===== src/verilog/ata_block_pkg.sv =====
// What this block does
// - Identify flag marks the data phase as drive identify data.
// - Ultra DMA flag selects ultra DMA data moves, otherwise PIO only.
// - Drive-select bit comes from startup unit value or block byte 0x0b bit 4.
// - Drive error halts data accesses unless the device-fault continue flag is set.
// - Phase error halts data accesses unless the phase-fault continue flag is set.
// - Poll alternate status until busy clears, unless skip-poll flag is set.
// - Drive selection precedes register writes, or follows them when late flag set.
// - Readback flag: only read masked registers, zero others, no command.
// - Readback bytes 0..7 ordered alt status through command/status.
// - Apart from status polls and drive selection, only registers whose mask bit is set are accessed.
// - Readback is always eight bytes, unmasked bytes zero.
// - Accesses run one at a time, mask bit 0 up to bit 7.
// - Mask bits 0..4: control/alt status, features, count, number, cylinder low.
// - Block accepted only when byte 0 matches the configured signature.
// - Mask bits 5..7: cylinder high, device/head, command/status last.
// - Write values come from block bytes 0x05..0x0c for masked registers.
`default_nettype none
package ata_block_pkg;
  localparam logic [3:0] blk_last = 4'hf;
  localparam logic [3:0] byte_sig = 4'h0;
  localparam logic [3:0] byte_sub = 4'h1;
  localparam logic [3:0] byte_action = 4'h2;
  localparam logic [3:0] byte_mask = 4'h3;
  localparam logic [3:0] byte_wr_base = 4'h5;
  localparam logic [3:0] byte_devhead = 4'hb;
  localparam logic [7:0] subcmd_value = 8'h24;
  localparam int flag_identify = 7;
  localparam int flag_udma = 6;
  localparam int flag_dev_src = 5;
  localparam int flag_dev_cont = 4;
  localparam int flag_phase_cont = 3;
  localparam int flag_skip_poll = 2;
  localparam int flag_late_sel = 1;
  localparam int flag_readback = 0;
  localparam int drive_sel_pos = 4;
  localparam int busy_pos = 7;
  localparam logic [2:0] alt_status_addr = 3'h6;
  localparam logic [2:0] devhead_addr = 3'h6;
  localparam logic [2:0] devhead_bit = 3'h6;
  localparam logic [2:0] rb_last = 3'h7;
  localparam logic [7:0] off_sig = 8'h00;
  localparam logic [7:0] off_ctrl = 8'h04;
  localparam logic [7:0] off_status = 8'h08;
  localparam logic [7:0] off_rb_lo = 8'h0c;
  localparam logic [7:0] off_rb_hi = 8'h10;
  // Arbitrary default, software loads the real signature
  localparam logic [7:0] sig_reset = 8'h5a;
  localparam logic lun_reset = 1'b0;
  typedef enum logic [8:0] {
    st_idle = 9'h001,
    st_check = 9'h002,
    st_poll = 9'h004,
    st_sel = 9'h008,
    st_scan = 9'h010,
    st_fetch = 9'h020,
    st_acc = 9'h040,
    st_data = 9'h080,
    st_rbout = 9'h100
  } exec_state_e;
endpackage
`default_nettype wire


===== src/verilog/ata_command_block_executor.sv =====
`default_nettype none
module ata_command_block_executor (
  input wire logic mclk,
  input wire logic arst_n,
  input wire logic blk_valid,
  input wire logic [7:0] blk_byte,
  output logic blk_ready,
  input wire logic [7:0] reg_addr,
  input wire logic [31:0] reg_wdata,
  input wire logic reg_wr,
  input wire logic reg_rd,
  output logic [31:0] reg_rdata,
  output logic tf_req,
  output logic tf_write,
  output logic tf_ctrl_blk,
  output logic [2:0] tf_addr,
  output logic [7:0] tf_wdata,
  input wire logic tf_ack,
  input wire logic [7:0] tf_rdata,
  output logic dp_start,
  output logic dp_udma,
  output logic dp_identify,
  input wire logic dp_done,
  input wire logic dp_dev_err,
  input wire logic dp_phase_err,
  output logic dp_halt,
  output logic rb_valid,
  output logic [7:0] rb_byte,
  output logic busy
);
  ata_block_pkg::exec_state_e state_ff, nxt_state;
  logic [3:0] cnt_ff, nxt_cnt;
  logic [7:0] sig_ff, nxt_sig, sub_ff, nxt_sub, action_ff, nxt_action;
  logic [7:0] mask_ff, nxt_mask, devhead_ff, nxt_devhead;
  logic [3:0] idx_ff, nxt_idx;
  logic [2:0] acc_ff, nxt_acc, rbcnt_ff, nxt_rbcnt;
  logic [63:0] rb_ff, nxt_rb;
  logic tf_req_ff, nxt_tf_req, tf_write_ff, nxt_tf_write, tf_ctrl_ff, nxt_tf_ctrl;
  logic [2:0] tf_addr_ff, nxt_tf_addr;
  logic [7:0] tf_wdata_ff, nxt_tf_wdata;
  logic dp_start_ff, nxt_dp_start, dp_udma_ff, nxt_dp_udma, dp_ident_ff, nxt_dp_ident;
  logic dp_halt_ff, nxt_dp_halt, rb_valid_ff, nxt_rb_valid, ready_ff, nxt_ready;
  logic [7:0] rb_byte_ff, nxt_rb_byte;
  logic busy_ff, nxt_busy;
  logic [7:0] sig_reg_ff, nxt_sig_reg;
  logic lun_ff, nxt_lun, rejected_ff, nxt_rejected, halted_ff, nxt_halted;
  logic [31:0] rdata_ff, nxt_rdata;
  logic ram_we, scan_found, blk_ok, dev_bit, reject_set, halt_set, fault_stop;
  logic [2:0] scan_idx;
  logic [3:0] ram_raddr;
  logic [7:0] ram_rdata;
  logic [1:0] status_clr;
  ata_block_pkg::exec_state_e after_poll;

  block_store u_store (
    .mclk(mclk),
    .arst_n(arst_n),
    .we(ram_we),
    .waddr(cnt_ff),
    .wdata(blk_byte),
    .raddr(ram_raddr),
    .rdata(ram_rdata)
  );

  mask_scan u_scan (
    .mask(mask_ff),
    .start(idx_ff),
    .found(scan_found),
    .idx(scan_idx)
  );

  assign blk_ok = (sig_ff == sig_reg_ff) && (sub_ff == ata_block_pkg::subcmd_value);
  assign dev_bit = action_ff[ata_block_pkg::flag_dev_src] ? devhead_ff[ata_block_pkg::drive_sel_pos] : lun_ff;
  assign after_poll = (action_ff[ata_block_pkg::flag_readback] || action_ff[ata_block_pkg::flag_late_sel]) ?
                      ata_block_pkg::st_scan : ata_block_pkg::st_sel;
  assign fault_stop = (dp_dev_err && !action_ff[ata_block_pkg::flag_dev_cont]) ||
                      (dp_phase_err && !action_ff[ata_block_pkg::flag_phase_cont]);
  assign ram_raddr = ata_block_pkg::byte_wr_base + {1'b0, scan_idx};

  always_comb begin
    nxt_state = state_ff;
    nxt_cnt = cnt_ff;
    nxt_sig = sig_ff;
    nxt_sub = sub_ff;
    nxt_action = action_ff;
    nxt_mask = mask_ff;
    nxt_devhead = devhead_ff;
    nxt_idx = idx_ff;
    nxt_acc = acc_ff;
    nxt_rbcnt = rbcnt_ff;
    nxt_rb = rb_ff;
    nxt_tf_req = tf_req_ff;
    nxt_tf_write = tf_write_ff;
    nxt_tf_ctrl = tf_ctrl_ff;
    nxt_tf_addr = tf_addr_ff;
    nxt_tf_wdata = tf_wdata_ff;
    nxt_dp_start = 1'b0;
    nxt_dp_udma = dp_udma_ff;
    nxt_dp_ident = dp_ident_ff;
    nxt_dp_halt = 1'b0;
    nxt_rb_valid = 1'b0;
    nxt_rb_byte = 8'h00;
    ram_we = 1'b0;
    reject_set = 1'b0;
    halt_set = 1'b0;
    case (state_ff)
      ata_block_pkg::st_idle: begin
        if (blk_valid) begin
          ram_we = 1'b1;
          nxt_cnt = cnt_ff + 4'h1;
          if (cnt_ff == ata_block_pkg::byte_sig) nxt_sig = blk_byte;
          if (cnt_ff == ata_block_pkg::byte_sub) nxt_sub = blk_byte;
          if (cnt_ff == ata_block_pkg::byte_action) nxt_action = blk_byte;
          if (cnt_ff == ata_block_pkg::byte_mask) nxt_mask = blk_byte;
          if (cnt_ff == ata_block_pkg::byte_devhead) nxt_devhead = blk_byte;
          if (cnt_ff == ata_block_pkg::blk_last) nxt_state = ata_block_pkg::st_check;
        end
      end
      ata_block_pkg::st_check: begin
        if (blk_ok) begin
          nxt_idx = 4'h0;
          nxt_rb = 64'h0;
          nxt_state = action_ff[ata_block_pkg::flag_skip_poll] ? after_poll : ata_block_pkg::st_poll;
        end else begin
          reject_set = 1'b1;
          nxt_state = ata_block_pkg::st_idle;
        end
      end
      ata_block_pkg::st_poll: begin
        if (tf_ack) begin
          nxt_tf_req = 1'b0;
          if (!tf_rdata[ata_block_pkg::busy_pos]) nxt_state = after_poll;
        end else if (!tf_req_ff) begin
          nxt_tf_req = 1'b1;
          nxt_tf_write = 1'b0;
          nxt_tf_ctrl = 1'b1;
          nxt_tf_addr = ata_block_pkg::alt_status_addr;
        end
      end
      ata_block_pkg::st_sel: begin
        if (tf_ack) begin
          nxt_tf_req = 1'b0;
          if (action_ff[ata_block_pkg::flag_late_sel]) begin
            nxt_state = ata_block_pkg::st_data;
            nxt_dp_start = 1'b1;
            nxt_dp_udma = action_ff[ata_block_pkg::flag_udma];
            nxt_dp_ident = action_ff[ata_block_pkg::flag_identify];
          end else begin
            nxt_state = ata_block_pkg::st_scan;
          end
        end else if (!tf_req_ff) begin
          nxt_tf_req = 1'b1;
          nxt_tf_write = 1'b1;
          nxt_tf_ctrl = 1'b0;
          nxt_tf_addr = ata_block_pkg::devhead_addr;
          nxt_tf_wdata = {devhead_ff[7:5], dev_bit, devhead_ff[3:0]};
        end
      end
      ata_block_pkg::st_scan: begin
        if (scan_found) begin
          nxt_acc = scan_idx;
          nxt_state = ata_block_pkg::st_fetch;
        end else if (action_ff[ata_block_pkg::flag_readback]) begin
          nxt_rbcnt = 3'h0;
          nxt_state = ata_block_pkg::st_rbout;
        end else if (action_ff[ata_block_pkg::flag_late_sel]) begin
          nxt_state = ata_block_pkg::st_sel;
        end else begin
          nxt_state = ata_block_pkg::st_data;
          nxt_dp_start = 1'b1;
          nxt_dp_udma = action_ff[ata_block_pkg::flag_udma];
          nxt_dp_ident = action_ff[ata_block_pkg::flag_identify];
        end
      end
      ata_block_pkg::st_fetch: begin
        nxt_tf_req = 1'b1;
        nxt_tf_write = !action_ff[ata_block_pkg::flag_readback];
        nxt_tf_ctrl = (acc_ff == 3'h0);
        nxt_tf_addr = (acc_ff == 3'h0) ? ata_block_pkg::alt_status_addr : acc_ff;
        nxt_tf_wdata = (acc_ff == ata_block_pkg::devhead_bit) ?
                       {ram_rdata[7:5], dev_bit, ram_rdata[3:0]} : ram_rdata;
        nxt_state = ata_block_pkg::st_acc;
      end
      ata_block_pkg::st_acc: begin
        if (tf_ack) begin
          nxt_tf_req = 1'b0;
          if (action_ff[ata_block_pkg::flag_readback]) nxt_rb[{acc_ff, 3'b000} +: 8] = tf_rdata;
          nxt_idx = {1'b0, acc_ff} + 4'h1;
          nxt_state = ata_block_pkg::st_scan;
        end
      end
      ata_block_pkg::st_data: begin
        if (fault_stop) begin
          nxt_dp_halt = 1'b1;
          halt_set = 1'b1;
          nxt_dp_udma = 1'b0;
          nxt_dp_ident = 1'b0;
          nxt_state = ata_block_pkg::st_idle;
        end else if (dp_done) begin
          nxt_dp_udma = 1'b0;
          nxt_dp_ident = 1'b0;
          nxt_state = ata_block_pkg::st_idle;
        end
      end
      ata_block_pkg::st_rbout: begin
        nxt_rb_valid = 1'b1;
        nxt_rb_byte = rb_ff[{rbcnt_ff, 3'b000} +: 8];
        nxt_rbcnt = rbcnt_ff + 3'h1;
        if (rbcnt_ff == ata_block_pkg::rb_last) nxt_state = ata_block_pkg::st_idle;
      end
      default: begin
        nxt_state = ata_block_pkg::st_idle;
      end
    endcase
    nxt_ready = (nxt_state == ata_block_pkg::st_idle);
    nxt_busy = (nxt_state != ata_block_pkg::st_idle);
  end

  always_ff @(posedge mclk or negedge arst_n) begin
    if (!arst_n) begin
      state_ff <= ata_block_pkg::st_idle;
      cnt_ff <= 4'h0;
      sig_ff <= 8'h00;
      sub_ff <= 8'h00;
      action_ff <= 8'h00;
      mask_ff <= 8'h00;
      devhead_ff <= 8'h00;
      idx_ff <= 4'h0;
      acc_ff <= 3'h0;
      rbcnt_ff <= 3'h0;
      rb_ff <= 64'h0;
      tf_req_ff <= 1'b0;
      tf_write_ff <= 1'b0;
      tf_ctrl_ff <= 1'b0;
      tf_addr_ff <= 3'h0;
      tf_wdata_ff <= 8'h00;
      dp_start_ff <= 1'b0;
      dp_udma_ff <= 1'b0;
      dp_ident_ff <= 1'b0;
      dp_halt_ff <= 1'b0;
      rb_valid_ff <= 1'b0;
      rb_byte_ff <= 8'h00;
      ready_ff <= 1'b0;
      busy_ff <= 1'b0;
    end else begin
      state_ff <= nxt_state;
      cnt_ff <= nxt_cnt;
      sig_ff <= nxt_sig;
      sub_ff <= nxt_sub;
      action_ff <= nxt_action;
      mask_ff <= nxt_mask;
      devhead_ff <= nxt_devhead;
      idx_ff <= nxt_idx;
      acc_ff <= nxt_acc;
      rbcnt_ff <= nxt_rbcnt;
      rb_ff <= nxt_rb;
      tf_req_ff <= nxt_tf_req;
      tf_write_ff <= nxt_tf_write;
      tf_ctrl_ff <= nxt_tf_ctrl;
      tf_addr_ff <= nxt_tf_addr;
      tf_wdata_ff <= nxt_tf_wdata;
      dp_start_ff <= nxt_dp_start;
      dp_udma_ff <= nxt_dp_udma;
      dp_ident_ff <= nxt_dp_ident;
      dp_halt_ff <= nxt_dp_halt;
      rb_valid_ff <= nxt_rb_valid;
      rb_byte_ff <= nxt_rb_byte;
      ready_ff <= nxt_ready;
      busy_ff <= nxt_busy;
    end
  end

  // Sticky flags: a new event beats a clear in the same cycle
  always_comb begin
    status_clr = (reg_wr && reg_addr == ata_block_pkg::off_status) ? reg_wdata[2:1] : 2'b00;
    nxt_sig_reg = sig_reg_ff;
    nxt_lun = lun_ff;
    if (reg_wr && reg_addr == ata_block_pkg::off_sig) nxt_sig_reg = reg_wdata[7:0];
    if (reg_wr && reg_addr == ata_block_pkg::off_ctrl) nxt_lun = reg_wdata[0];
    nxt_rejected = reject_set | (rejected_ff & ~status_clr[0]);
    nxt_halted = halt_set | (halted_ff & ~status_clr[1]);
    nxt_rdata = 32'h0;
    if (reg_rd) begin
      case (reg_addr)
        ata_block_pkg::off_sig: nxt_rdata = {24'h0, sig_reg_ff};
        ata_block_pkg::off_ctrl: nxt_rdata = {31'h0, lun_ff};
        ata_block_pkg::off_status: nxt_rdata = {16'h0, action_ff, 5'h0, halted_ff, rejected_ff, busy_ff};
        ata_block_pkg::off_rb_lo: nxt_rdata = rb_ff[31:0];
        ata_block_pkg::off_rb_hi: nxt_rdata = rb_ff[63:32];
        default: nxt_rdata = 32'h0;
      endcase
    end
  end

  always_ff @(posedge mclk or negedge arst_n) begin
    if (!arst_n) begin
      sig_reg_ff <= ata_block_pkg::sig_reset;
      lun_ff <= ata_block_pkg::lun_reset;
      rejected_ff <= 1'b0;
      halted_ff <= 1'b0;
      rdata_ff <= 32'h0;
    end else begin
      sig_reg_ff <= nxt_sig_reg;
      lun_ff <= nxt_lun;
      rejected_ff <= nxt_rejected;
      halted_ff <= nxt_halted;
      rdata_ff <= nxt_rdata;
    end
  end

  assign blk_ready = ready_ff;
  assign reg_rdata = rdata_ff;
  assign tf_req = tf_req_ff;
  assign tf_write = tf_write_ff;
  assign tf_ctrl_blk = tf_ctrl_ff;
  assign tf_addr = tf_addr_ff;
  assign tf_wdata = tf_wdata_ff;
  assign dp_start = dp_start_ff;
  assign dp_udma = dp_udma_ff;
  assign dp_identify = dp_ident_ff;
  assign dp_halt = dp_halt_ff;
  assign rb_valid = rb_valid_ff;
  assign rb_byte = rb_byte_ff;
  assign busy = busy_ff;
endmodule
`default_nettype wire


===== src/verilog/block_store.sv =====
`default_nettype none
module block_store (
  input wire logic mclk,
  input wire logic arst_n,
  input wire logic we,
  input wire logic [3:0] waddr,
  input wire logic [7:0] wdata,
  input wire logic [3:0] raddr,
  output logic [7:0] rdata
);
  logic [7:0] mem [16];
  logic [7:0] rdata_ff;

  always_ff @(posedge mclk) begin
    if (we) begin
      mem[waddr] <= wdata;
    end
  end

  always_ff @(posedge mclk or negedge arst_n) begin
    if (!arst_n) begin
      rdata_ff <= 8'h00;
    end else begin
      rdata_ff <= mem[raddr];
    end
  end

  assign rdata = rdata_ff;
endmodule
`default_nettype wire


===== src/verilog/mask_scan.sv =====
`default_nettype none
module mask_scan (
  input wire logic [7:0] mask,
  input wire logic [3:0] start,
  output logic found,
  output logic [2:0] idx
);
  logic [7:0] elig;

  for (genvar i = 0; i < 8; i++) begin : g_elig
    assign elig[i] = mask[i] && (start <= 4'(i));
  end

  // Lowest eligible bit wins, so accesses climb upward
  always_comb begin
    found = |elig;
    idx = 3'h0;
    for (int j = 7; j >= 0; j--) begin
      if (elig[j]) begin
        idx = 3'(j);
      end
    end
  end
endmodule
`default_nettype wire

===== config.mk =====
export PLATFORM = sky130hd
export DESIGN_NAME = ata_command_block_executor
export DESIGN_NICKNAME = d
export VERILOG_FILES = /design/src/verilog/ata_block_pkg.sv /design/src/verilog/ata_command_block_executor.sv /design/src/verilog/block_store.sv /design/src/verilog/mask_scan.sv
export SDC_FILE = /design/constraint.sdc
export NUM_CORES = 1
export LEC_CHECK = 0
export ABC_AREA = 1
export BUFFER_PORTS_ARGS = -buffer_cell sky130_fd_sc_hd__clkbuf_2
export CORE_MARGIN = 2
export CORE_UTILIZATION = 50
export DETAILED_ROUTE_END_ITERATION = 10
export PLACE_DENSITY = 0.71
export SYNTH_ARGS = -nofsm -noshare
export SYNTH_HDL_FRONTEND = slang
export SYNTH_SLANG_ARGS = --single-unit

===== constraint.sdc =====
create_clock -name mclk -period 7.1 [get_ports mclk]
set_input_delay 0 -clock mclk [delete_from_list [all_inputs] [get_ports mclk]]
set_output_delay 0 -clock mclk [all_outputs]
set_load 0.02 [all_outputs]

# After elaboration in Yosys (flattened, before gate mapping)
# Memory sizes are Yosys's and may differ from the RTL's. A register that Yosys moved wholly into a read port is not among the register bits.
# Index checks and enable logic that the tools add are counted.
# word_totals
ramBits	128
register_bits	199
input_bits	65
n_memories	1
# memory_table
memory	depth	word_bits	rd	rd_ports_with_merged_regs	wr	line_no	rtl
u_store.mem	16	8	1	1	1	block_store.sv:11	logic [7:0] mem [16];
# op_classes
n_shift	3
order_cmp	8
n_eq_ne	40
muxes	87
n_reduce_logical	47
addsub	5
bitwise_logic	6
# ops
operator	count
$mux W64	3
$pmux W32 S5	1
$pmux W64 S2	1
$mux W9	11
$pmux W9 S9	1
$bwmux W64	1
$shift A8 B8 Y64 const A	1
$shiftx A64 B7 Y8	1
$shiftx A8 B8 Y64	1
$mux W8	5
$mux W3	13
$mux W1	33
$mux W32	1
$ne A2 B2 Y1 const B	15
$reduce_and A3 Y1	9
$mux W5	4
$eq A9 B1 Y1 const B	2
$eq A8 B4 Y1 const B	2
$le A4 B3 Y1 const B	4
$pmux W8 S2	1
$pmux W1 S3	5
$logic_and A1 B1 Y1	14
$pmux W3 S2	2
$eq A9 B2 Y1 const B	1
other kinds (44)	64

# Logic depth before layout (Yosys ltp)
# Gate-level depths: netlist of the first run.
# depth
ltp_word	11
ltp_mapped	21
depth_no_buf	18

# Hierarchy
# Synthesis of the first run repeated with hierarchy kept, for this count alone.
# unflattened
hier_cells	1822
area_unflattened_um2	16042.9
# modules_own_cells
mod	area_each_um2	n_inst	seq_area_each_um2	cells_per_inst
ata_command_block_executor	10062.2	1	4986.0	1236
block_store	5813.1	1	4043.9	551
mask_scan	167.7	1	0.0	35

# Least setup slack after synthesis of the first run
# OpenSTA, ideal clock, no wires.
# synth_path
path_type	reg2reg
start	reg idx_ff[3]
end	reg u_store.rdata_ff[1] (netlist: u_store.rdata[1]), read port of u_store.mem
synth_period_minus_slack_ps	2521
slack_ps	4579
required_ps	7034
path_stages_with_launch	21
path_buffers	4
setup_ps	66
arrival_time_ps	2455
cell_sequence	dfrtp_1 -> nor2_1 -> nand2_1 -> nand2_1 -> nand2_1 -> nand2_1 -> nand2_1 -> nand2_1 -> nand2_1 -> nand2_1 -> buf_2 -> buf_2 -> inv_1 -> ha_1 -> clkbuf_1 -> inv_1 -> clkbuf_1 -> nand3_1 -> nand3_1 -> nand3_1 -> nand2_1
# synth_via
elab_chain_cells	11
word_cells_on_any_way	25
# synth_rtl
item	line_no	rtl
start, declared	ata_command_block_executor.sv:35	logic [3:0] idx_ff, nxt_idx;
start signal, assigned	ata_command_block_executor.sv:253	idx_ff <= nxt_idx;
$le A4 B3 Y1	mask_scan.sv:11	assign elig[i] = mask[i] && (start <= 4'(i));
$logic_and A1 B1 Y1	mask_scan.sv:11	
$mux W3 (7 in series)	mask_scan.sv:19	if (elig[j]) begin
$mux W3 (*)	mask_scan.sv:19	
via scan_idx[0]	ata_command_block_executor.sv:49	logic [2:0] scan_idx;
$add A3 B3 Y4 (*)	ata_command_block_executor.sv:78	assign ram_raddr = ata_block_pkg::byte_wr_base + {1'b0, scan_idx};
end, declared	block_store.sv:12	logic [7:0] rdata_ff;
# The timed path passes the listed nets; every way through them passes the cells marked *.
# A chain may end at the register's enable or synchronous reset.

# Worst setup path in the final report of the first run
# layout_path
start	reg idx_ff[3]
end	reg u_store.rdata_ff[4] (netlist: u_store.rdata[4]), read port of u_store.mem
# The elaborated chain is that of the path after synthesis.

==> flow_summary_export.csv, run 1 <==
group,metric,value,unit
clock_network,hold_buffers,34,
yosys,synth_cell_types,52,
run,cap_violations,0,
worst_hold_path,hp-start,"blk_byte[4]",
final_layout,fill_cells,2715,
worst_setup_path,critPathCaptureType,"flop",
sta,holdWs,0.0173,ns
final_layout,mostFrequentLayoutCells,"nand2_1 (380), inv_1 (245), nand3_1 (226), dfrtp_1 (202), edfxtp_1 (128)",
sta,final-setup-viol-count,0,
final_layout,layout_commonest_cell,"nand2_1",
worst_hold_path,hold_path.class,"input port to flop",
floorplan,die_x,181,um
yosys,synth_top_area_share,0.322,
yosys,synthXorXnorAreaFrac,0.00510,
final_layout,diodes,0,
global_route,antenna_found_initial,0,
sta,slew_headroom,0.245,
placement,dp.cells,2173,
global_route,grt_max_degree,140,
worst_setup_path,worst_ep_required_time,7.56,ns
global_route,grt_pass1_vias,12300,
detailed_routing,vias,12800,
yosys,synthSimpleGateAreaFrac,0.240,
floorplan,die_height,181,um
yosys,synth-edff-count,128,
final_layout,fin_nets,1927,
yosys,yosys.area.top_type,"dfrtp_1",
placement,portBuffers,101,
sta,timing.fmax,0.283,GHz
yosys,synthCells,1737,
final_layout,drive_gt1_frac,0.119,
sta,finalCritPeriodShare,0.498,
final_layout,seq_area,0.00903,mm^2
worst_setup_path,crit_type,"flop to flop",
yosys,ys_warn_count,0,
clock_network,cts.sinks,335,
pwr,p_leak,0.00827,uW
detailed_routing,drc,0,
clock_network,cts_resized,0,
placement,dp_hpwl,28300,um
detailed_routing,drt_iter0_markers,1517,
yosys,ys_seq_elements,335,
sta,finClkSkew,0.0208,ns
floorplan,io_pins,126,
worst_setup_path,start_kind,"flop",
placement,routabilityCongestion,0.888,
detailed_routing,ant_nets,0,
final_layout,fin_cells,2273,
clock_network,cts_max_level,2,
yosys,syn_area_per_cell,9.04,um^2
pwr,ir_worst_vdd,0.247,mV
clock_network,cts_tree,"done",
sta,worst_slew_pin_slew,1.13,ns
global_route,grt_usage,0.261,
sta,setup_tns,0,ns
floorplan,rows,64,
floorplan,dieArea,0.0328,mm^2
yosys,synth_seq_area_share,0.575,
clock_network,clk_latency,0.53,ns
clock_network,cts_max_path_buffers,3,
worst_setup_path,rr_worst_depth,16,
global_route,grt_overflow,0,
yosys,syn_nets,1814,
final_layout,post-route-cell-area,0.0179,mm^2
yosys,synthAdderAreaFrac,0.00957,
floorplan,start_util,0.510,
worst_hold_path,hold_path_depth,1,
yosys,synth_area_leaders,"dfrtp_1 (32%), edfxtp_1 (24%), nand2_1 (9.1%)",
clock_network,cts_made_buffers,37,
sta,period_needed,3.53,ns
detailed_routing,wl_per_cell,18.8,um
final_layout,syn_to_final_growth,14.3,%
sta,final-hold-violation-count,0,
worst_setup_path,arrival,4.00,ns
yosys,synth_top_family_by_area,"simple AND/OR/NAND/NOR gates",
worst_setup_path,r2r-start,"idx_ff[3]",
outcome,outcome,"finished clean",
final_layout,multi_input_area,0.00533,mm^2
clock_network,cts-root-buf,"clkbuf_16",
yosys,synthMuxAreaShare,0.00215,
yosys,syn_area,0.0157,mm^2
worst_setup_path,startpoint,"idx_ff[3]",
global_route,grt_pass1_wl,67400,um
clock_network,post-cts-setup-buffers,0,
sta,rsz0062_at_grt,"no",
pwr,power_density,344,mW/mm^2
sta,slew_viol_final,0,
yosys,synth_compound_gate_area_share,0.0821,
clock_network,clk_pin_slew,0.06,ns
yosys,synth_ff_type,"dfrtp_1",
detailed_routing,viasPerCell,5.63,
worst_setup_path,crit_fanout,65,
detailed_routing,drt_wl_total,42600,um
yosys,synthArstFlopShare,0.618,
detailed_routing,first_pass_iters,6,
placement,place_area,0.0165,mm^2
pwr,p_total,6170,uW
floorplan,core,0.0307,mm^2
[worst max-delay path, stage by stage, from the launching register on]
cell and delay (ns):
dfrtp_1 0.43, nor2_1 0.28, nand2_1 0.14, nand2_1 0.10, nand2_1 0.09, nand2_2 0.07
buf_4 0.54, nand2_2 0.09, inv_1 0.08, ha_1 0.22, buf_4 0.26, inv_1 0.33
buf_4 0.35, nand3_1 0.12, nand3_1 0.11, nand3_1 0.10, nand2_1 0.13
[registers in the layout (all words and copies together), names as in the netlist, 8 cells and up]
| name | count |
|---|---|
| mask_ff | 8 |
| sig_ff | 8 |
| action_ff | 8 |
| u_store.rdata | 8 |
| reg_rdata | 32 |
| state_ff | 9 |
| devhead_ff | 8 |
| tf_wdata | 8 |
| rb_byte | 8 |
| sub_ff | 8 |
| sig_reg_ff | 8 |
| rb_ff | 64 |
| u_store.mem | 128 |
[power breakdown]
part / total [uW] / switching [uW] / internal [uW]
Clock: 1800 / 769 / 1040
Combinational: 1990 / 1390 / 596
Sequential: 2380 / 133 / 2240
Total: 6170 / 2290 / 3870
[worst paths after layout]
kind                                      end  slack [ns]
max                          u_store.rdata[4]        3.57
min                        u_store.mem[13][4]        0.02
max reg2reg                  u_store.rdata[4]        3.57
min reg2reg                         rb_ff[10]        0.48
max in group asynchronous           rb_ff[34]        5.30
min in group asynchronous            rb_valid        0.25
[logic make-up after synthesis]
kind of cell	Yosys count
buffers and inverters	339
AND/OR/NAND/NOR	820
adder cells (fa/ha/maj)	12
XOR/XNOR	7
multiplexers	3
AO/OA/AOI/OAI	221
flip-flops	335
[area by class of cell]
| class | count | share of cell area |
|---|---|---|
| clock inverters | 17 | 0.00767 |
| well taps | 396 | 0.0276 |
| inverters | 266 | 0.0557 |
| flip-flops and latches | 335 | 0.503 |
| clock buffers | 49 | 0.0558 |
| repair buffers | 147 | 0.0527 |
| multi-input cells | 1063 | 0.297 |
[cell usage after synthesis, types with 4 or more instances]
| cell type | number |
|---|---|
| nor3_1 | 22 |
| o221ai_1 | 6 |
| nand3_1 | 227 |
| or2_1 | 9 |
| buf_6 | 5 |
| nand2_2 | 7 |
| dfrtp_1 | 202 |
| buf_1 | 6 |
| o21ai_1 | 53 |
| o22ai_1 | 15 |
| a21oi_1 | 44 |
| o211ai_1 | 6 |
| clkinv_1 | 4 |
| edfxtp_1 | 128 |
| dfstp_2 | 5 |
| nand3b_1 | 34 |
| o21ai_0 | 53 |
| nor2_1 | 89 |
| nor2_4 | 8 |
| a31oi_1 | 12 |
| inv_2 | 17 |
| a211oi_1 | 11 |
| inv_1 | 245 |
| nand4_1 | 28 |
| nand2_1 | 382 |
| clkbuf_1 | 40 |
| a311oi_1 | 8 |
| ha_1 | 12 |
| buf_2 | 21 |
[per-layer routing]
metal / share of wire / vias to the layer above / track usage
li1: - / 5978 / -
met1: 0.41 / 6114 / 0.354
met2: 0.48 / 602 / 0.427
met3: 0.073 / 107 / 0.0339
met4: 0.040 / 0 / 0.110
met5: 0 / - / 0
[stage by stage]
step | setup slack [ns] | utilization
3_3_place_gp | 3.64 | 0.535
2_1_floorplan | 4.58 | -
5_1_grt | 3.20 | 0.583
3_5_place_dp | 3.63 | 0.535
4_1_cts | 3.58 | 0.583
6_report | 3.57 | 0.583
Note: power is estimated with default switching activity, not from simulation.
==> inputs of run 2 (changes only) <==
Settings changed: ABC_AREA 1 to 0, PLACE_DENSITY 0.71 to 0.74.
Clock period 7.1 ns to 3 ns, I/O delays scaled along.
==> run 2 against run 1 <==
Clock-buffer cell count is 8 lower. Clock power grew to 2.5 times the previous value. Critical path type unchanged. Register-to-register slack worse by 3.4 ns. Clock skew is 0.0082 ns higher. Total power is 87% higher. Global-route usage is 0.22 points higher.
==> flow_summary_export.csv, run 2 <==
group,metric,value,unit
outcome,outcome,"finished clean",
worst_setup_path,start_kind,"flop",
yosys,ys_seq_elements,335,
clock_network,cts_tree,"done",
yosys,yosys-top-cells-count,"dfrtp_1 (202), edfxtp_1 (128), nor2_1 (111), nand2_1 (101), o21ai_0 (65)",
yosys,synth_area_leaders,"dfrtp_1 (33%), edfxtp_1 (25%), mux2_2 (4.4%)",
floorplan,io_pins,126,
yosys,syn_nets,1313,
yosys,synthCells,1236,
clock_network,clk_pin_slew,0.06,ns
final_layout,diodes,0,
placement,place_ws,0.0686,ns
worst_setup_path,path_cells,"and4b_1 > or3_4 > o21a_1 > nor2_2 > ha_4 > nand2b_1 > a21o_1 > o211a_1 > o31a_1 > nor4b_2",
yosys,ys_warn_count,0,
final_layout,largest_reg_flops,128,
clock_network,cts_made_buffers,36,
pwr,p_leak,0.00730,uW
sta,finClkSkew,0.0291,ns
floorplan,start_util,0.509,
yosys,synth-edff-count,128,
detailed_routing,first_pass_iters,6,
worst_setup_path,crit_fanout,9,
floorplan,die_x,178,um
detailed_routing,drt_wl_total,40700,um
worst_setup_path,cp_slowest_stage_delay,0.46,ns
worst_setup_path,crit_type,"flop to flop",
sta,period_needed,2.86,ns
yosys,synth_cell_types,81,
worst_hold_path,hold_path.class,"input port to flop",
sta,final-setup-viol-count,0,
yosys,syn_area_per_cell,12.2,um^2
detailed_routing,drt_iter0_markers,1291,
placement,routabilityCongestion,0.920,
global_route,antenna_found_initial,0,
pwr,power_density,643,mW/mm^2
final_layout,fill_cells,2280,
sta,timing.final.ws_setup,0.141,ns
pwr,ir_worst_vdd,0.483,mV
worst_setup_path,critPathCaptureType,"flop",
floorplan,core,0.0297,mm^2
worst_setup_path,cpMaxStageDelayCell,"dfrtp_1",
yosys,syn_area,0.0151,mm^2
worst_setup_path,rr_worst_depth,10,
worst_setup_path,worst-path-buf-inv,0,
global_route,grt_usage,0.264,
worst_setup_path,rrSetupSlack,0.14,ns
placement,portBuffers,101,
worst_setup_path,arrival,3.28,ns
yosys,synthArstFlopShare,0.618,
final_layout,regMostFlops,"u_store.mem",
clock_network,cts-root-buf,"clkbuf_16",
clock_network,post-cts-setup-buffers,0,
global_route,grt_pass1_vias,11200,
worst_setup_path,crit_family,"simple AND/OR/NAND/NOR gates",
final_layout,syn_to_final_growth,18.6,%
sta,final-hold-violation-count,0,
detailed_routing,drc,0,
run,cap_violations,0,
worst_hold_path,hold_path_depth,5,
sta,timing.fmax,0.350,GHz
worst_setup_path,crit_cells,10,
clock_network,cts_max_path_buffers,3,
placement,dp_hpwl,27700,um
floorplan,rows,63,
final_layout,fin_util,0.604,
worst_setup_path,worst_ep_required_time,3.43,ns
yosys,synth_top_area_share,0.334,
final_layout,mostFrequentLayoutCells,"dfrtp_1 (201), edfxtp_1 (128), nor2_1 (110), nand2_1 (101), clkbuf_2 (100)",
final_layout,post-route-cell-area,0.0179,mm^2
detailed_routing,wl_per_cell,22.4,um
yosys,synth_ff_type,"dfrtp_1",
clock_network,cts_max_level,2,
yosys,synth_seq_area_share,0.597,
clock_network,clk_latency,0.53,ns
yosys,yosys.area.top_type,"dfrtp_1",
floorplan,die_height,178,um
detailed_routing,ant_nets,0,
clock_network,cts.sinks,335,
global_route,grt_max_degree,93,
sta,slew_viol_final,0,
placement,place_area,0.0165,mm^2
detailed_routing,vias,11200,
global_route,grt_pass1_wl,63200,um
sta,finalCritPeriodShare,0.953,
final_layout,fin_nets,1480,
detailed_routing,viasPerCell,6.18,
floorplan,dieArea,0.0317,mm^2
yosys,post-synth-top-count-cell,"dfrtp_1",
sta,slew_headroom,0.219,
sta,worst_slew_pin_slew,1.17,ns
global_route,grt_overflow,0,
final_layout,drive_gt1_frac,0.237,
final_layout,layout_commonest_cell,"dfrtp_1",
[run 2: kinds of logic (layout without fill, tap and decap cells)]
group	count (synthesis)	after routing	share of synthesized area
multiplexers	124	124	0.100
AND/OR/NAND/NOR	413	413	0.139
flip-flops	335	335	0.597
AO/OA/AOI/OAI	253	253	0.123
XOR/XNOR	15	15	0.00868
adder cells (fa/ha/maj)	12	12	0.00992
buffers and inverters	84	277	0.0225
[run 2: routing by layer]
layer,part of all wire,up-vias,GRT usage
li1,-,4970,-
met1,0.41,5631,0.369
met2,0.47,546,0.411
met3,0.089,98,0.0569
met4,0.031,0,0.0902
met5,0,-,0
[run 2: final timing paths]
check                            start                to
min in group asynchronous       arst_n     reg_rdata[23]
hold / removal             reg_addr[4]            lun_ff
setup / recovery             idx_ff[1]  u_store.rdata[6]
hold reg to reg            tf_wdata[6]       tf_wdata[6]
setup reg to reg             idx_ff[1]  u_store.rdata[6]
max in group asynchronous       arst_n     sig_reg_ff[3]
[run 2: cell type report]
type                    count  area, um^2  share of cell area
clock buffers              41         940              0.0523
flip-flops and latches    335        9030               0.503
inverters                  24        90.1             0.00502
clock inverters            23         283              0.0158
well taps                 390         488              0.0272
repair buffers            189        1320              0.0734
multi-input cells         817        5800               0.323
[run 2: per-stage QoR]
| step | setup TNS, ns | total power (uW) | std cells | hold WS (ns) |
|---|---|---|---|---|
| 3_3_place_gp | 0 | 6970 | 1733 | 0.139 |
| 3_5_place_dp | 0 | 7020 | 1733 | 0.148 |
| 2_1_floorplan | 0 | 6450 | 1236 | -0.296 |
| 4_1_cts | 0 | 11600 | 1819 | 0.0290 |
| 6_report | 0 | 11500 | 1819 | 0.0520 |
| 5_1_grt | -0.0145 | 12000 | 1819 | 0.0659 |
[run 2: worst reg2reg max path, stage by stage (launching register included)]
cell and delay [ns]:
dfrtp_1 0.46, and4b_1 0.23, or3_4 0.37, o21a_1 0.18
nor2_2 0.21, ha_4 0.29, nand2b_1 0.17, a21o_1 0.21
o211a_1 0.12, o31a_1 0.30, nor4b_2 0.23
[run 2: power breakdown]
group,internal [uW],total [uW],switching [uW]
Sequential,5260,5630,367
Combinational,621,1350,734
Clock,2780,4560,1780
Total,8660,11500,2880
[run 2: repair_timing]
action | 4_1_cts | 5_1_grt
hold endpoints to repair | 166 | 0
resized for setup | 0 | 4
setup endpoints to repair | 0 | 8
hold buffers | 22 | 0
